--- src/common/wide_arith_consts.svh ---
`ifndef WIDE_ARITH_CONSTS_SVH
`define WIDE_ARITH_CONSTS_SVH
// Prefix bytes
`define PREFIX_X 8'hdd
`define PREFIX_Y 8'hfd
// Opcodes
`define OP_INC_INDEX 8'h23
`define OP_DEC_INDEX 8'h2b
`define OP_ROT_LC 8'h07
`define OP_ROT_RC 8'h0f
`define OP_ROT_LT 8'h17
`define OP_ROT_RT 8'h1f
// Operand field layout: 00ss0011, 00ss1011, 00rr1001
`define PAIR_FIELD_HI 5
`define PAIR_FIELD_LO 4
`define LOW_NIBBLE_INC 4'h3
`define LOW_NIBBLE_DEC 4'hb
`define LOW_NIBBLE_ADD 4'h9
// Flag bit positions in the flag byte
`define FLAG_CARRY 0
`define FLAG_SUB 1
`define FLAG_PV 2
`define FLAG_HALF 4
`define FLAG_ZERO 6
`define FLAG_SIGN 7
// Carry-out bit positions of the wide add
`define HALF_CARRY_BIT 11
`define FULL_CARRY_BIT 15
// Clock-state counts
`define TS_ADD_INDEX 5'd15
`define TS_INC_DEC_PAIR 5'd6
`define TS_INC_DEC_INDEX 5'd10
`define TS_ROTATE 5'd4
`define TS_FIRST_MCYCLE 5'd4
// Reset values
`define RESET_WORD 16'h0000
`define RESET_BYTE 8'h00
`endif

--- src/common/wide_arith_pkg.sv ---
package wide_arith_pkg;
	typedef enum logic [1:0] {
		SEL_PAIR_B_C = 2'b00,
		SEL_PAIR_D_E = 2'b01,
		SEL_PAIR_HIGH_LOW = 2'b10,
		SEL_STACK_POINTER = 2'b11
	} pair_sel_t;

	typedef enum logic [1:0] {
		ST_IDLE = 2'b00,
		ST_PREFIX = 2'b01,
		ST_BUSY = 2'b10
	} phase_t;

	typedef enum logic [3:0] {
		OPK_NONE = 4'h0,
		OPK_ADD_Y = 4'h1,
		OPK_INC_PAIR = 4'h2,
		OPK_DEC_PAIR = 4'h3,
		OPK_INC_X = 4'h4,
		OPK_DEC_X = 4'h5,
		OPK_INC_Y = 4'h6,
		OPK_DEC_Y = 4'h7,
		OPK_ROT_LC = 4'h8,
		OPK_ROT_LT = 4'h9,
		OPK_ROT_RC = 4'ha,
		OPK_ROT_RT = 4'hb
	} op_kind_t;
endpackage

--- src/design/acc_rotator.sv ---
`timescale 1ns/1ps
`default_nettype none
`include "wide_arith_consts.svh"
module acc_rotator (
	// Operation select
	input wire logic left,
	input wire logic through_carry,
	// Operands
	input wire logic [7:0] acc_in,
	input wire logic carry_in,
	// Results
	output logic [7:0] acc_out,
	output logic carry_out
);
	always_comb begin
		if (left) begin
			acc_out = {acc_in[6:0], through_carry ? carry_in : acc_in[7]};
			carry_out = acc_in[7];
		end else begin
			acc_out = {through_carry ? carry_in : acc_in[0], acc_in[7:1]};
			carry_out = acc_in[0];
		end
	end
endmodule
`default_nettype wire

--- src/design/wide_arith_unit.sv ---
// Operation
// - Prefix FD then 00rr1001 adds selected pair into index_reg_y, 15 states.
// - That add sets half carry from bit 11, carry from bit 15, clears subtract.
// - 00ss0011 increments the selected pair in 6 states, flags untouched.
// - DD then 23 increments index_reg_x in 10 states, flags untouched.
// - FD then 23 increments index_reg_y in 10 states, flags untouched.
// - 00ss1011 decrements the selected pair in 6 states, flags untouched.
// - DD then 2B decrements index_reg_x in 10 states, flags untouched.
// - FD then 2B decrements index_reg_y in 10 states, flags untouched.
// - Circular left rotate moves old bit 7 to bit 0 and carry, 4 states.
// - Opcode 17 rotates left through carry, old carry into bit 0, 4 states.
// - Circular right rotate moves old bit 0 to bit 7 and carry, 4 states.
// - Left rotates: carry gets old bit 7, clear half carry and subtract.
// - Right rotates: carry gets old bit 0, clear half carry and subtract.
// - Right rotate through carry puts old carry into bit 7, 4 states.
`timescale 1ns/1ps
`default_nettype none
`include "wide_arith_consts.svh"
module wide_arith_unit (
	// Clock and reset
	input wire logic sys_clk,
	input wire logic rstn,
	// Instruction byte stream from the fetch stage
	input wire logic op_valid,
	input wire logic [7:0] op_byte,
	// Register file load
	input wire logic load_en,
	input wire logic [15:0] load_pair_b_c,
	input wire logic [15:0] load_pair_d_e,
	input wire logic [15:0] load_pair_high_low,
	input wire logic [15:0] load_stack_pointer,
	input wire logic [15:0] load_index_reg_x,
	input wire logic [15:0] load_index_reg_y,
	input wire logic [7:0] load_acc,
	input wire logic [7:0] load_flags,
	// Register file view
	output logic [15:0] pair_b_c,
	output logic [15:0] pair_d_e,
	output logic [15:0] pair_high_low,
	output logic [15:0] stack_pointer,
	output logic [15:0] index_reg_x,
	output logic [15:0] index_reg_y,
	output logic [7:0] acc,
	output logic [7:0] flags,
	// Status
	output logic busy,
	output logic done,
	output logic unknown_op
);
	typedef struct packed {
		wide_arith_pkg::phase_t phase;
		logic prefix_y;
		logic [1:0] pair_field;
		wide_arith_pkg::op_kind_t kind;
		logic [4:0] tstate;
		logic [4:0] length;
		logic [15:0] r_bc;
		logic [15:0] r_de;
		logic [15:0] r_hl;
		logic [15:0] r_sp;
		logic [15:0] r_ix;
		logic [15:0] r_iy;
		logic [7:0] r_acc;
		logic [7:0] r_flags;
		logic busy;
		logic done;
		logic unknown_op;
	} state_t;

	state_t state_reg;
	state_t state_next;
	logic rot_left;
	logic rot_thru;
	logic [7:0] rot_acc;
	logic rot_carry;
	logic [15:0] add_src;
	logic [16:0] add_sum;
	logic [12:0] add_low;

	acc_rotator acc_rotator_inst (
		.left(rot_left),
		.through_carry(rot_thru),
		.acc_in(state_reg.r_acc),
		.carry_in(state_reg.r_flags[`FLAG_CARRY]),
		.acc_out(rot_acc),
		.carry_out(rot_carry)
	);

	assign rot_left = (state_reg.kind == wide_arith_pkg::OPK_ROT_LC) ||
		(state_reg.kind == wide_arith_pkg::OPK_ROT_LT);
	assign rot_thru = (state_reg.kind == wide_arith_pkg::OPK_ROT_LT) ||
		(state_reg.kind == wide_arith_pkg::OPK_ROT_RT);

	// Operand for the wide add; code 10 names index_reg_y itself
	always_comb begin
		case (wide_arith_pkg::pair_sel_t'(state_reg.pair_field))
			wide_arith_pkg::SEL_PAIR_B_C: add_src = state_reg.r_bc;
			wide_arith_pkg::SEL_PAIR_D_E: add_src = state_reg.r_de;
			wide_arith_pkg::SEL_PAIR_HIGH_LOW: add_src = state_reg.r_iy;
			wide_arith_pkg::SEL_STACK_POINTER: add_src = state_reg.r_sp;
			default: add_src = state_reg.r_bc;
		endcase
	end

	assign add_sum = {1'b0, state_reg.r_iy} + {1'b0, add_src};
	assign add_low = {1'b0, state_reg.r_iy[11:0]} + {1'b0, add_src[11:0]};

	function automatic logic [15:0] step(input logic [15:0] v, input logic up);
		return up ? v + 16'h0001 : v - 16'h0001;
	endfunction

	always_comb begin
		state_next = state_reg;
		state_next.done = 1'b0;
		state_next.unknown_op = 1'b0;
		case (state_reg.phase)
			wide_arith_pkg::ST_IDLE, wide_arith_pkg::ST_PREFIX: begin
				if (load_en && state_reg.phase == wide_arith_pkg::ST_IDLE) begin
					state_next.r_bc = load_pair_b_c;
					state_next.r_de = load_pair_d_e;
					state_next.r_hl = load_pair_high_low;
					state_next.r_sp = load_stack_pointer;
					state_next.r_ix = load_index_reg_x;
					state_next.r_iy = load_index_reg_y;
					state_next.r_acc = load_acc;
					state_next.r_flags = load_flags;
				end else if (op_valid) begin
					state_next.kind = wide_arith_pkg::OPK_NONE;
					state_next.tstate = 5'd1;
					// Pair field rides with every accepted byte, held while busy
					state_next.pair_field = op_byte[`PAIR_FIELD_HI:`PAIR_FIELD_LO];
					if (state_reg.phase == wide_arith_pkg::ST_IDLE) begin
						if (op_byte == `PREFIX_X || op_byte == `PREFIX_Y) begin
							state_next.phase = wide_arith_pkg::ST_PREFIX;
							state_next.prefix_y = (op_byte == `PREFIX_Y);
						end else if (op_byte[7:6] == 2'b00 && op_byte[3:0] == `LOW_NIBBLE_INC) begin
							state_next.kind = wide_arith_pkg::OPK_INC_PAIR;
							state_next.length = `TS_INC_DEC_PAIR;
						end else if (op_byte[7:6] == 2'b00 && op_byte[3:0] == `LOW_NIBBLE_DEC) begin
							state_next.kind = wide_arith_pkg::OPK_DEC_PAIR;
							state_next.length = `TS_INC_DEC_PAIR;
						end else if (op_byte == `OP_ROT_LC) begin
							state_next.kind = wide_arith_pkg::OPK_ROT_LC;
						end else if (op_byte == `OP_ROT_LT) begin
							state_next.kind = wide_arith_pkg::OPK_ROT_LT;
						end else if (op_byte == `OP_ROT_RC) begin
							state_next.kind = wide_arith_pkg::OPK_ROT_RC;
						end else if (op_byte == `OP_ROT_RT) begin
							state_next.kind = wide_arith_pkg::OPK_ROT_RT;
						end else begin
							state_next.unknown_op = 1'b1;
						end
						if (state_next.kind >= wide_arith_pkg::OPK_ROT_LC) begin
							state_next.length = `TS_ROTATE;
						end
					end else begin
						state_next.phase = wide_arith_pkg::ST_IDLE;
						if (op_byte == `OP_INC_INDEX) begin
							state_next.kind = state_reg.prefix_y ? wide_arith_pkg::OPK_INC_Y :
								wide_arith_pkg::OPK_INC_X;
							state_next.length = `TS_INC_DEC_INDEX;
						end else if (op_byte == `OP_DEC_INDEX) begin
							state_next.kind = state_reg.prefix_y ? wide_arith_pkg::OPK_DEC_Y :
								wide_arith_pkg::OPK_DEC_X;
							state_next.length = `TS_INC_DEC_INDEX;
						end else if (state_reg.prefix_y && op_byte[7:6] == 2'b00 &&
							op_byte[3:0] == `LOW_NIBBLE_ADD) begin
							state_next.kind = wide_arith_pkg::OPK_ADD_Y;
							state_next.length = `TS_ADD_INDEX;
						end else begin
							state_next.unknown_op = 1'b1;
						end
					end
					if (state_next.kind != wide_arith_pkg::OPK_NONE) begin
						state_next.phase = wide_arith_pkg::ST_BUSY;
						state_next.busy = 1'b1;
						if (state_next.length != `TS_ADD_INDEX &&
							state_next.length != `TS_INC_DEC_PAIR &&
							state_next.length != `TS_INC_DEC_INDEX) begin
							state_next.length = `TS_ROTATE;
						end
					end
				end
			end
			wide_arith_pkg::ST_BUSY: begin
				state_next.tstate = state_reg.tstate + 5'd1;
				if (state_reg.tstate == state_reg.length - 5'd1) begin
					state_next.phase = wide_arith_pkg::ST_IDLE;
					state_next.busy = 1'b0;
					state_next.done = 1'b1;
					state_next.kind = wide_arith_pkg::OPK_NONE;
					case (state_reg.kind)
						wide_arith_pkg::OPK_ADD_Y: begin
							state_next.r_iy = add_sum[15:0];
							state_next.r_flags[`FLAG_HALF] = add_low[12];
							state_next.r_flags[`FLAG_CARRY] = add_sum[16];
							state_next.r_flags[`FLAG_SUB] = 1'b0;
						end
						wide_arith_pkg::OPK_INC_PAIR, wide_arith_pkg::OPK_DEC_PAIR: begin
							case (wide_arith_pkg::pair_sel_t'(state_reg.pair_field))
								wide_arith_pkg::SEL_PAIR_B_C: state_next.r_bc = step(state_reg.r_bc,
									state_reg.kind == wide_arith_pkg::OPK_INC_PAIR);
								wide_arith_pkg::SEL_PAIR_D_E: state_next.r_de = step(state_reg.r_de,
									state_reg.kind == wide_arith_pkg::OPK_INC_PAIR);
								wide_arith_pkg::SEL_PAIR_HIGH_LOW: state_next.r_hl = step(state_reg.r_hl,
									state_reg.kind == wide_arith_pkg::OPK_INC_PAIR);
								default: state_next.r_sp = step(state_reg.r_sp,
									state_reg.kind == wide_arith_pkg::OPK_INC_PAIR);
							endcase
						end
						wide_arith_pkg::OPK_INC_X: state_next.r_ix = step(state_reg.r_ix, 1'b1);
						wide_arith_pkg::OPK_DEC_X: state_next.r_ix = step(state_reg.r_ix, 1'b0);
						wide_arith_pkg::OPK_INC_Y: state_next.r_iy = step(state_reg.r_iy, 1'b1);
						wide_arith_pkg::OPK_DEC_Y: state_next.r_iy = step(state_reg.r_iy, 1'b0);
						wide_arith_pkg::OPK_ROT_LC, wide_arith_pkg::OPK_ROT_LT,
						wide_arith_pkg::OPK_ROT_RC, wide_arith_pkg::OPK_ROT_RT: begin
							state_next.r_acc = rot_acc;
							state_next.r_flags[`FLAG_CARRY] = rot_carry;
							state_next.r_flags[`FLAG_HALF] = 1'b0;
							state_next.r_flags[`FLAG_SUB] = 1'b0;
						end
						default: state_next.done = 1'b1;
					endcase
				end
			end
			default: state_next.phase = wide_arith_pkg::ST_IDLE;
		endcase
	end

	always_ff @(posedge sys_clk or negedge rstn) begin
		if (!rstn) begin
			state_reg <= '0;
		end else begin
			state_reg <= state_next;
		end
	end

	assign pair_b_c = state_reg.r_bc;
	assign pair_d_e = state_reg.r_de;
	assign pair_high_low = state_reg.r_hl;
	assign stack_pointer = state_reg.r_sp;
	assign index_reg_x = state_reg.r_ix;
	assign index_reg_y = state_reg.r_iy;
	assign acc = state_reg.r_acc;
	assign flags = state_reg.r_flags;
	assign busy = state_reg.busy;
	assign done = state_reg.done;
	assign unknown_op = state_reg.unknown_op;
endmodule
`default_nettype wire

--- config.mk ---
export PLATFORM = sky130hd
export DESIGN_NAME = wide_arith_unit
export DESIGN_NICKNAME = d
export VERILOG_FILES = /design/src/common/wide_arith_pkg.sv /design/src/design/acc_rotator.sv /design/src/design/wide_arith_unit.sv
export VERILOG_INCLUDE_DIRS = /design/src /design/src/common
export SDC_FILE = /design/constraint.sdc
export NUM_CORES = 1
export LEC_CHECK = 0
export ABC_AREA = 1
export BUFFER_PORTS_ARGS = -buffer_cell sky130_fd_sc_hd__buf_2
export CAP_MARGIN = 10
export CORE_MARGIN = 4
export CORE_UTILIZATION = 63
export CTS_CLUSTER_SIZE = 24
export DETAILED_ROUTE_END_ITERATION = 16
export PLACE_DENSITY = 0.88
export SLEW_MARGIN = 10
export SYNTH_ARGS = -nofsm -noshare
export SYNTH_HDL_FRONTEND = slang
export SYNTH_SLANG_ARGS = --single-unit
export TNS_END_PERCENT = 20
--- constraint.sdc ---
create_clock -name sys_clk -period 12.1 [get_ports sys_clk]
set_input_delay 1.21 -clock sys_clk [delete_from_list [all_inputs] [get_ports sys_clk]]
set_output_delay 1.21 -clock sys_clk [all_outputs]
set_load 0.02 [all_outputs]
==> results.txt <==
The run finished with clean final reports. The worst setup path is captured at a flip-flop. The hold violation count in the final report came out at 0. The maximum vdd drop came out at 0.187 mV. Counting tap cells, the placed design contains a total of 2524 instances.

Yosys attributes the largest share of cell area to sky130_fd_sc_hd__dfrtp_1, sky130_fd_sc_hd__nand2_1, sky130_fd_sc_hd__ha_1. For this run, the register share of the synthesized area comes to 24.4%. The run gives 0 as the max-capacitance violation count. Actual transition at the worst max-transition pin: 1.05 ns.

The worst hold path belongs to the class flip-flop to flip-flop. The commonest cells after synthesis are sky130_fd_sc_hd__nand2_1, sky130_fd_sc_hd__nor2_1, sky130_fd_sc_hd__a21oi_1. The number of diodes added for antenna fixing is 0. The critical-path maximum fanout is 18, and the CTS clock-pin slew for the worst setup and hold paths is 0.07 ns. The total negative slack was 0 ns.

Data arrives at the worst endpoint at 4.33 ns. In this run the critical register-to-register path is captured at index_reg_y[8]$_DFFE_PN0P_. Global routing consumed, on the met2 layer, 56.8% of the routing resources. For met3 alone, demand over resource in global routing was 5.46%. The first routing iteration left 1520 violations. The clock tree synthesis step divided the H-tree into 4 levels. The number of nets in the synthesized netlist is 2400.

Setup repair after global routing left no endpoint under its margin. For this run, the post-layout net count is 2501. The largest area contributor in the netlist was sky130_fd_sc_hd__dfrtp_1. The first TritonRoute pass finished after 6 iterations. Number of buffers inserted by hold repair at cts: 0. The starting density of the core is 64.7%. The worst setup path is launched from a flip-flop.

The number of clock sinks is 134. The root cell of the clock tree was sky130_fd_sc_hd__clkbuf_16. In this run, synthesis inferred 0 flip-flops with an integrated enable. Setup violations remaining at the end of the flow were counted as 0. The most used flip-flop cell after synthesis is sky130_fd_sc_hd__dfrtp_1. The tools report the wire length of the first global-routing pass as 68500 um. The signal on the critical path passes through nor2_1 > inv_1 > o221ai_1 > a21oi_1 > a21oi_1 > ha_1 > inv_1 > fa_1 > inv_1 > nand3_1 > nand3_1 > nand2_1 > nand2_1 > nand2_1 > nand3_1 > o21ai_0 > nand2_1 > nand2_1 > nand2_1 > nand2_1. The dominant delay contributor by cell family on the critical path was simple AND/OR/NAND/NOR gates. The number of buffers and inverters on the critical path is 3.

After routing the design area is 14800 um2. The mean cell area of the mapped netlist is 6.35 um2, and the largest net degree at the start of global routing is 84. Derived from the worst setup path, the maximum achievable clock frequency is 250 MHz. Cells fill 69.7% of the core in the end. The remaining antenna violation count after routing was 0; the gate count of the mapped netlist was 2167. Summing all flip-flop and latch instances after layout gives 3350 um2. The last element of the critical path is index_reg_y[8]$_DFFE_PN0P_.

Number of flip-flops in the largest register: 19. Post-CTS repair changed the size of 0 cells. The completed layout was analyzed and its total power is 4.69 mW.

Area fraction of the dominant cell type after synthesis: 24.4%. The count of cell types in the netlist came out at 48. The number of antenna violations at the first check in global routing came out at 0.

For this design the static power due to leakage is 7.93 nW. The layout cell share with drive strength beyond 1 works out to 13.5%. The logs give 0 for the max-slew violation count and 8.09 ns for the worst path setup slack after routing. The most congested layer reported by global routing is met2.

The slowest stage cell on the critical path was sky130_fd_sc_hd__nor2_1. For flop-to-flop paths, the worst setup slack is 8.09 ns. The logs give 1.04 for the weighted congestion at the end of routability-driven global placement and 12.42 ns for the data required time of the worst path. In this run the critical register-to-register path is launched from state_reg[130]$_DFFE_PN0P_. In this design, the stage delay of the slowest critical-path cell is 0.82 ns. The tools report the number of post-CTS setup repair buffers as 0. TritonCTS built the clock tree. The critical path crosses 20 cells after its start point. Detailed placement finished with a half-perimeter wire length of 32100 um.

The area inside the core boundary is 21300 um2, and the die boundary width is 156 um. The kind of critical path is flip-flop to flip-flop. The run gives 0 as the total of warnings raised by yosys. The finished layout holds 2556 standard cells, fillers aside. The die covers 24300 um2. The worst path uses 33.1% of the clock period. OpenSTA, run right after detailed placement, puts the worst setup slack at 8.23 ns.

The synthesized netlist occupies a cell area of 13800 um2. The time the final worst path needs with I/O delays and setup was 4.01 ns; the post-detailed-route wirelength per cell was 16.5 um. From synthesis to final layout, the design area changed by 7.82%. Measured in cells, the most critical reg-to-reg path has a length of 20.

Across all layers, the routed design uses 14633 vias. Fill cells in the final layout number 1874. The total of flip-flops plus latches after synthesis is 134. 239 I/O pins were placed. The clock reaches the later pin of the worst-skew pair after 0.43 ns. The via count of the first global-routing pass was 13852.

In the synthesized netlist the async set-or-reset flop fraction comes to 100%. Global routing consumed, over all layers together, 34.4% of the routing resources. The total power per unit cell area came out at 316 nW/um2. The post-detailed-route DRC marker count is 0. In this run the worst setup path begins at state_reg[130]$_DFFE_PN0P_. The number of rows created at floorplan came out at 53. The post-route clock skew came out at 0.0137 ns. Among all cell types in the netlist, the one instantiated most often is sky130_fd_sc_hd__nand2_1. The tools report the met1 capacity usage during global routing as 46.0%.

Buffers placed on the I/O ports in this run total 238. Headroom to the max-slew limit came out at 29.8%. The tools report the total overflow reported by the global router as 0. From bottom edge to top edge, the die measures 156 um.

Across all hold checks on the routed design, the worst slack comes to 0.469 ns. Summing all placed instances gives a cell area of 14200 um2. The multi-input combinational cells in the finished layout cover a total of 8560 um2. Using the TritonRoute via totals, the vias-per-cell ratio works out to 5.72. The run gives 2 as the maximum clock insertion buffer count.

The final layout contains routed wiring with a total length of 42200 um. The cell that appears most often on the critical path is sky130_fd_sc_hd__nand2_1. Clock tree synthesis inserted a total of 17 buffers.
report_power, final:
part	internal, mW	total, mW	switching [mW]
sequential	0.655	0.962	0.306
clock	0.309	0.543	0.234
combinational	1.11	3.19	2.08
total	2.07	4.69	2.62
cells in the final DEF, fill, tap and decap left out, types with 4 or more instances in the layout:
cell / instances
sky130_fd_sc_hd__o21ai_0: 137
sky130_fd_sc_hd__nor2_2: 5
sky130_fd_sc_hd__dfrtp_1: 134
sky130_fd_sc_hd__a21oi_1: 204
sky130_fd_sc_hd__a22oi_1: 4
sky130_fd_sc_hd__fa_1: 7
sky130_fd_sc_hd__nand3_1: 175
sky130_fd_sc_hd__clkbuf_16: 17
sky130_fd_sc_hd__a221oi_1: 8
sky130_fd_sc_hd__inv_1: 190
sky130_fd_sc_hd__xnor2_1: 8
sky130_fd_sc_hd__inv_6: 4
sky130_fd_sc_hd__o21a_1: 26
sky130_fd_sc_hd__a21o_1: 4
sky130_fd_sc_hd__buf_4: 4
sky130_fd_sc_hd__o21ai_1: 4
sky130_fd_sc_hd__nand2_1: 671
sky130_fd_sc_hd__a31oi_1: 7
sky130_fd_sc_hd__nand3b_1: 16
sky130_fd_sc_hd__buf_2: 237
sky130_fd_sc_hd__nor2_1: 215
sky130_fd_sc_hd__a22o_1: 5
sky130_fd_sc_hd__xor2_1: 26
sky130_fd_sc_hd__inv_2: 12
sky130_fd_sc_hd__nand2_2: 4
sky130_fd_sc_hd__o21bai_1: 4
sky130_fd_sc_hd__nor3_1: 5
sky130_fd_sc_hd__ha_1: 102
sky130_fd_sc_hd__nand4_1: 6
routing by layer:
layer / wire (um) / vias to the layer above
li1: - / 7207
met1: 17600 / 6662
met2: 19500 / 667
met3: 3650 / 97
met4: 1490 / 0
met5: 0 / -
worst min-delay path, cell delays in order (launching register included):
cell                      delay (ns)
sky130_fd_sc_hd__dfrtp_1        0.34
sky130_fd_sc_hd__nand2_1        0.06
sky130_fd_sc_hd__nand2_1        0.05
area by class of cell:
cell class	instances	share of cell area [%]
Clock buffer	17	2.87
Clock inverter	15	1.14
Inverter	204	5.18
Multi-Input combinational cell	1669	57.6
Sequential cell	134	22.6
Tap cell	275	2.32
Timing Repair Buffer	242	8.27
how the worst min path moves through the flow:
stage                              start                    to  depth (start not counted)
floorplan           flags[1]$_DFFE_PN0P_  flags[1]$_DFFE_PN0P_                          2
global placement    flags[1]$_DFFE_PN0P_  flags[1]$_DFFE_PN0P_                          2
detailed placement  flags[1]$_DFFE_PN0P_  flags[1]$_DFFE_PN0P_                          2
CTS                 flags[1]$_DFFE_PN0P_  flags[1]$_DFFE_PN0P_                          2
global route        flags[3]$_DFFE_PN0P_  flags[3]$_DFFE_PN0P_                          2
finish              flags[1]$_DFFE_PN0P_  flags[1]$_DFFE_PN0P_                          2
kinds of logic after synthesis:
logic type	count (synthesis)	share of synthesized area (%)
and+or+nand+nor	1112	33.2
AOI/OAI and AO/OA	414	16.4
buffers and inverters	364	13.6
xor gates and xnor gates	34	2.16
adders and majority gates	109	10.3
DFF	134	24.4
Power figures use the tool's default switching activity.
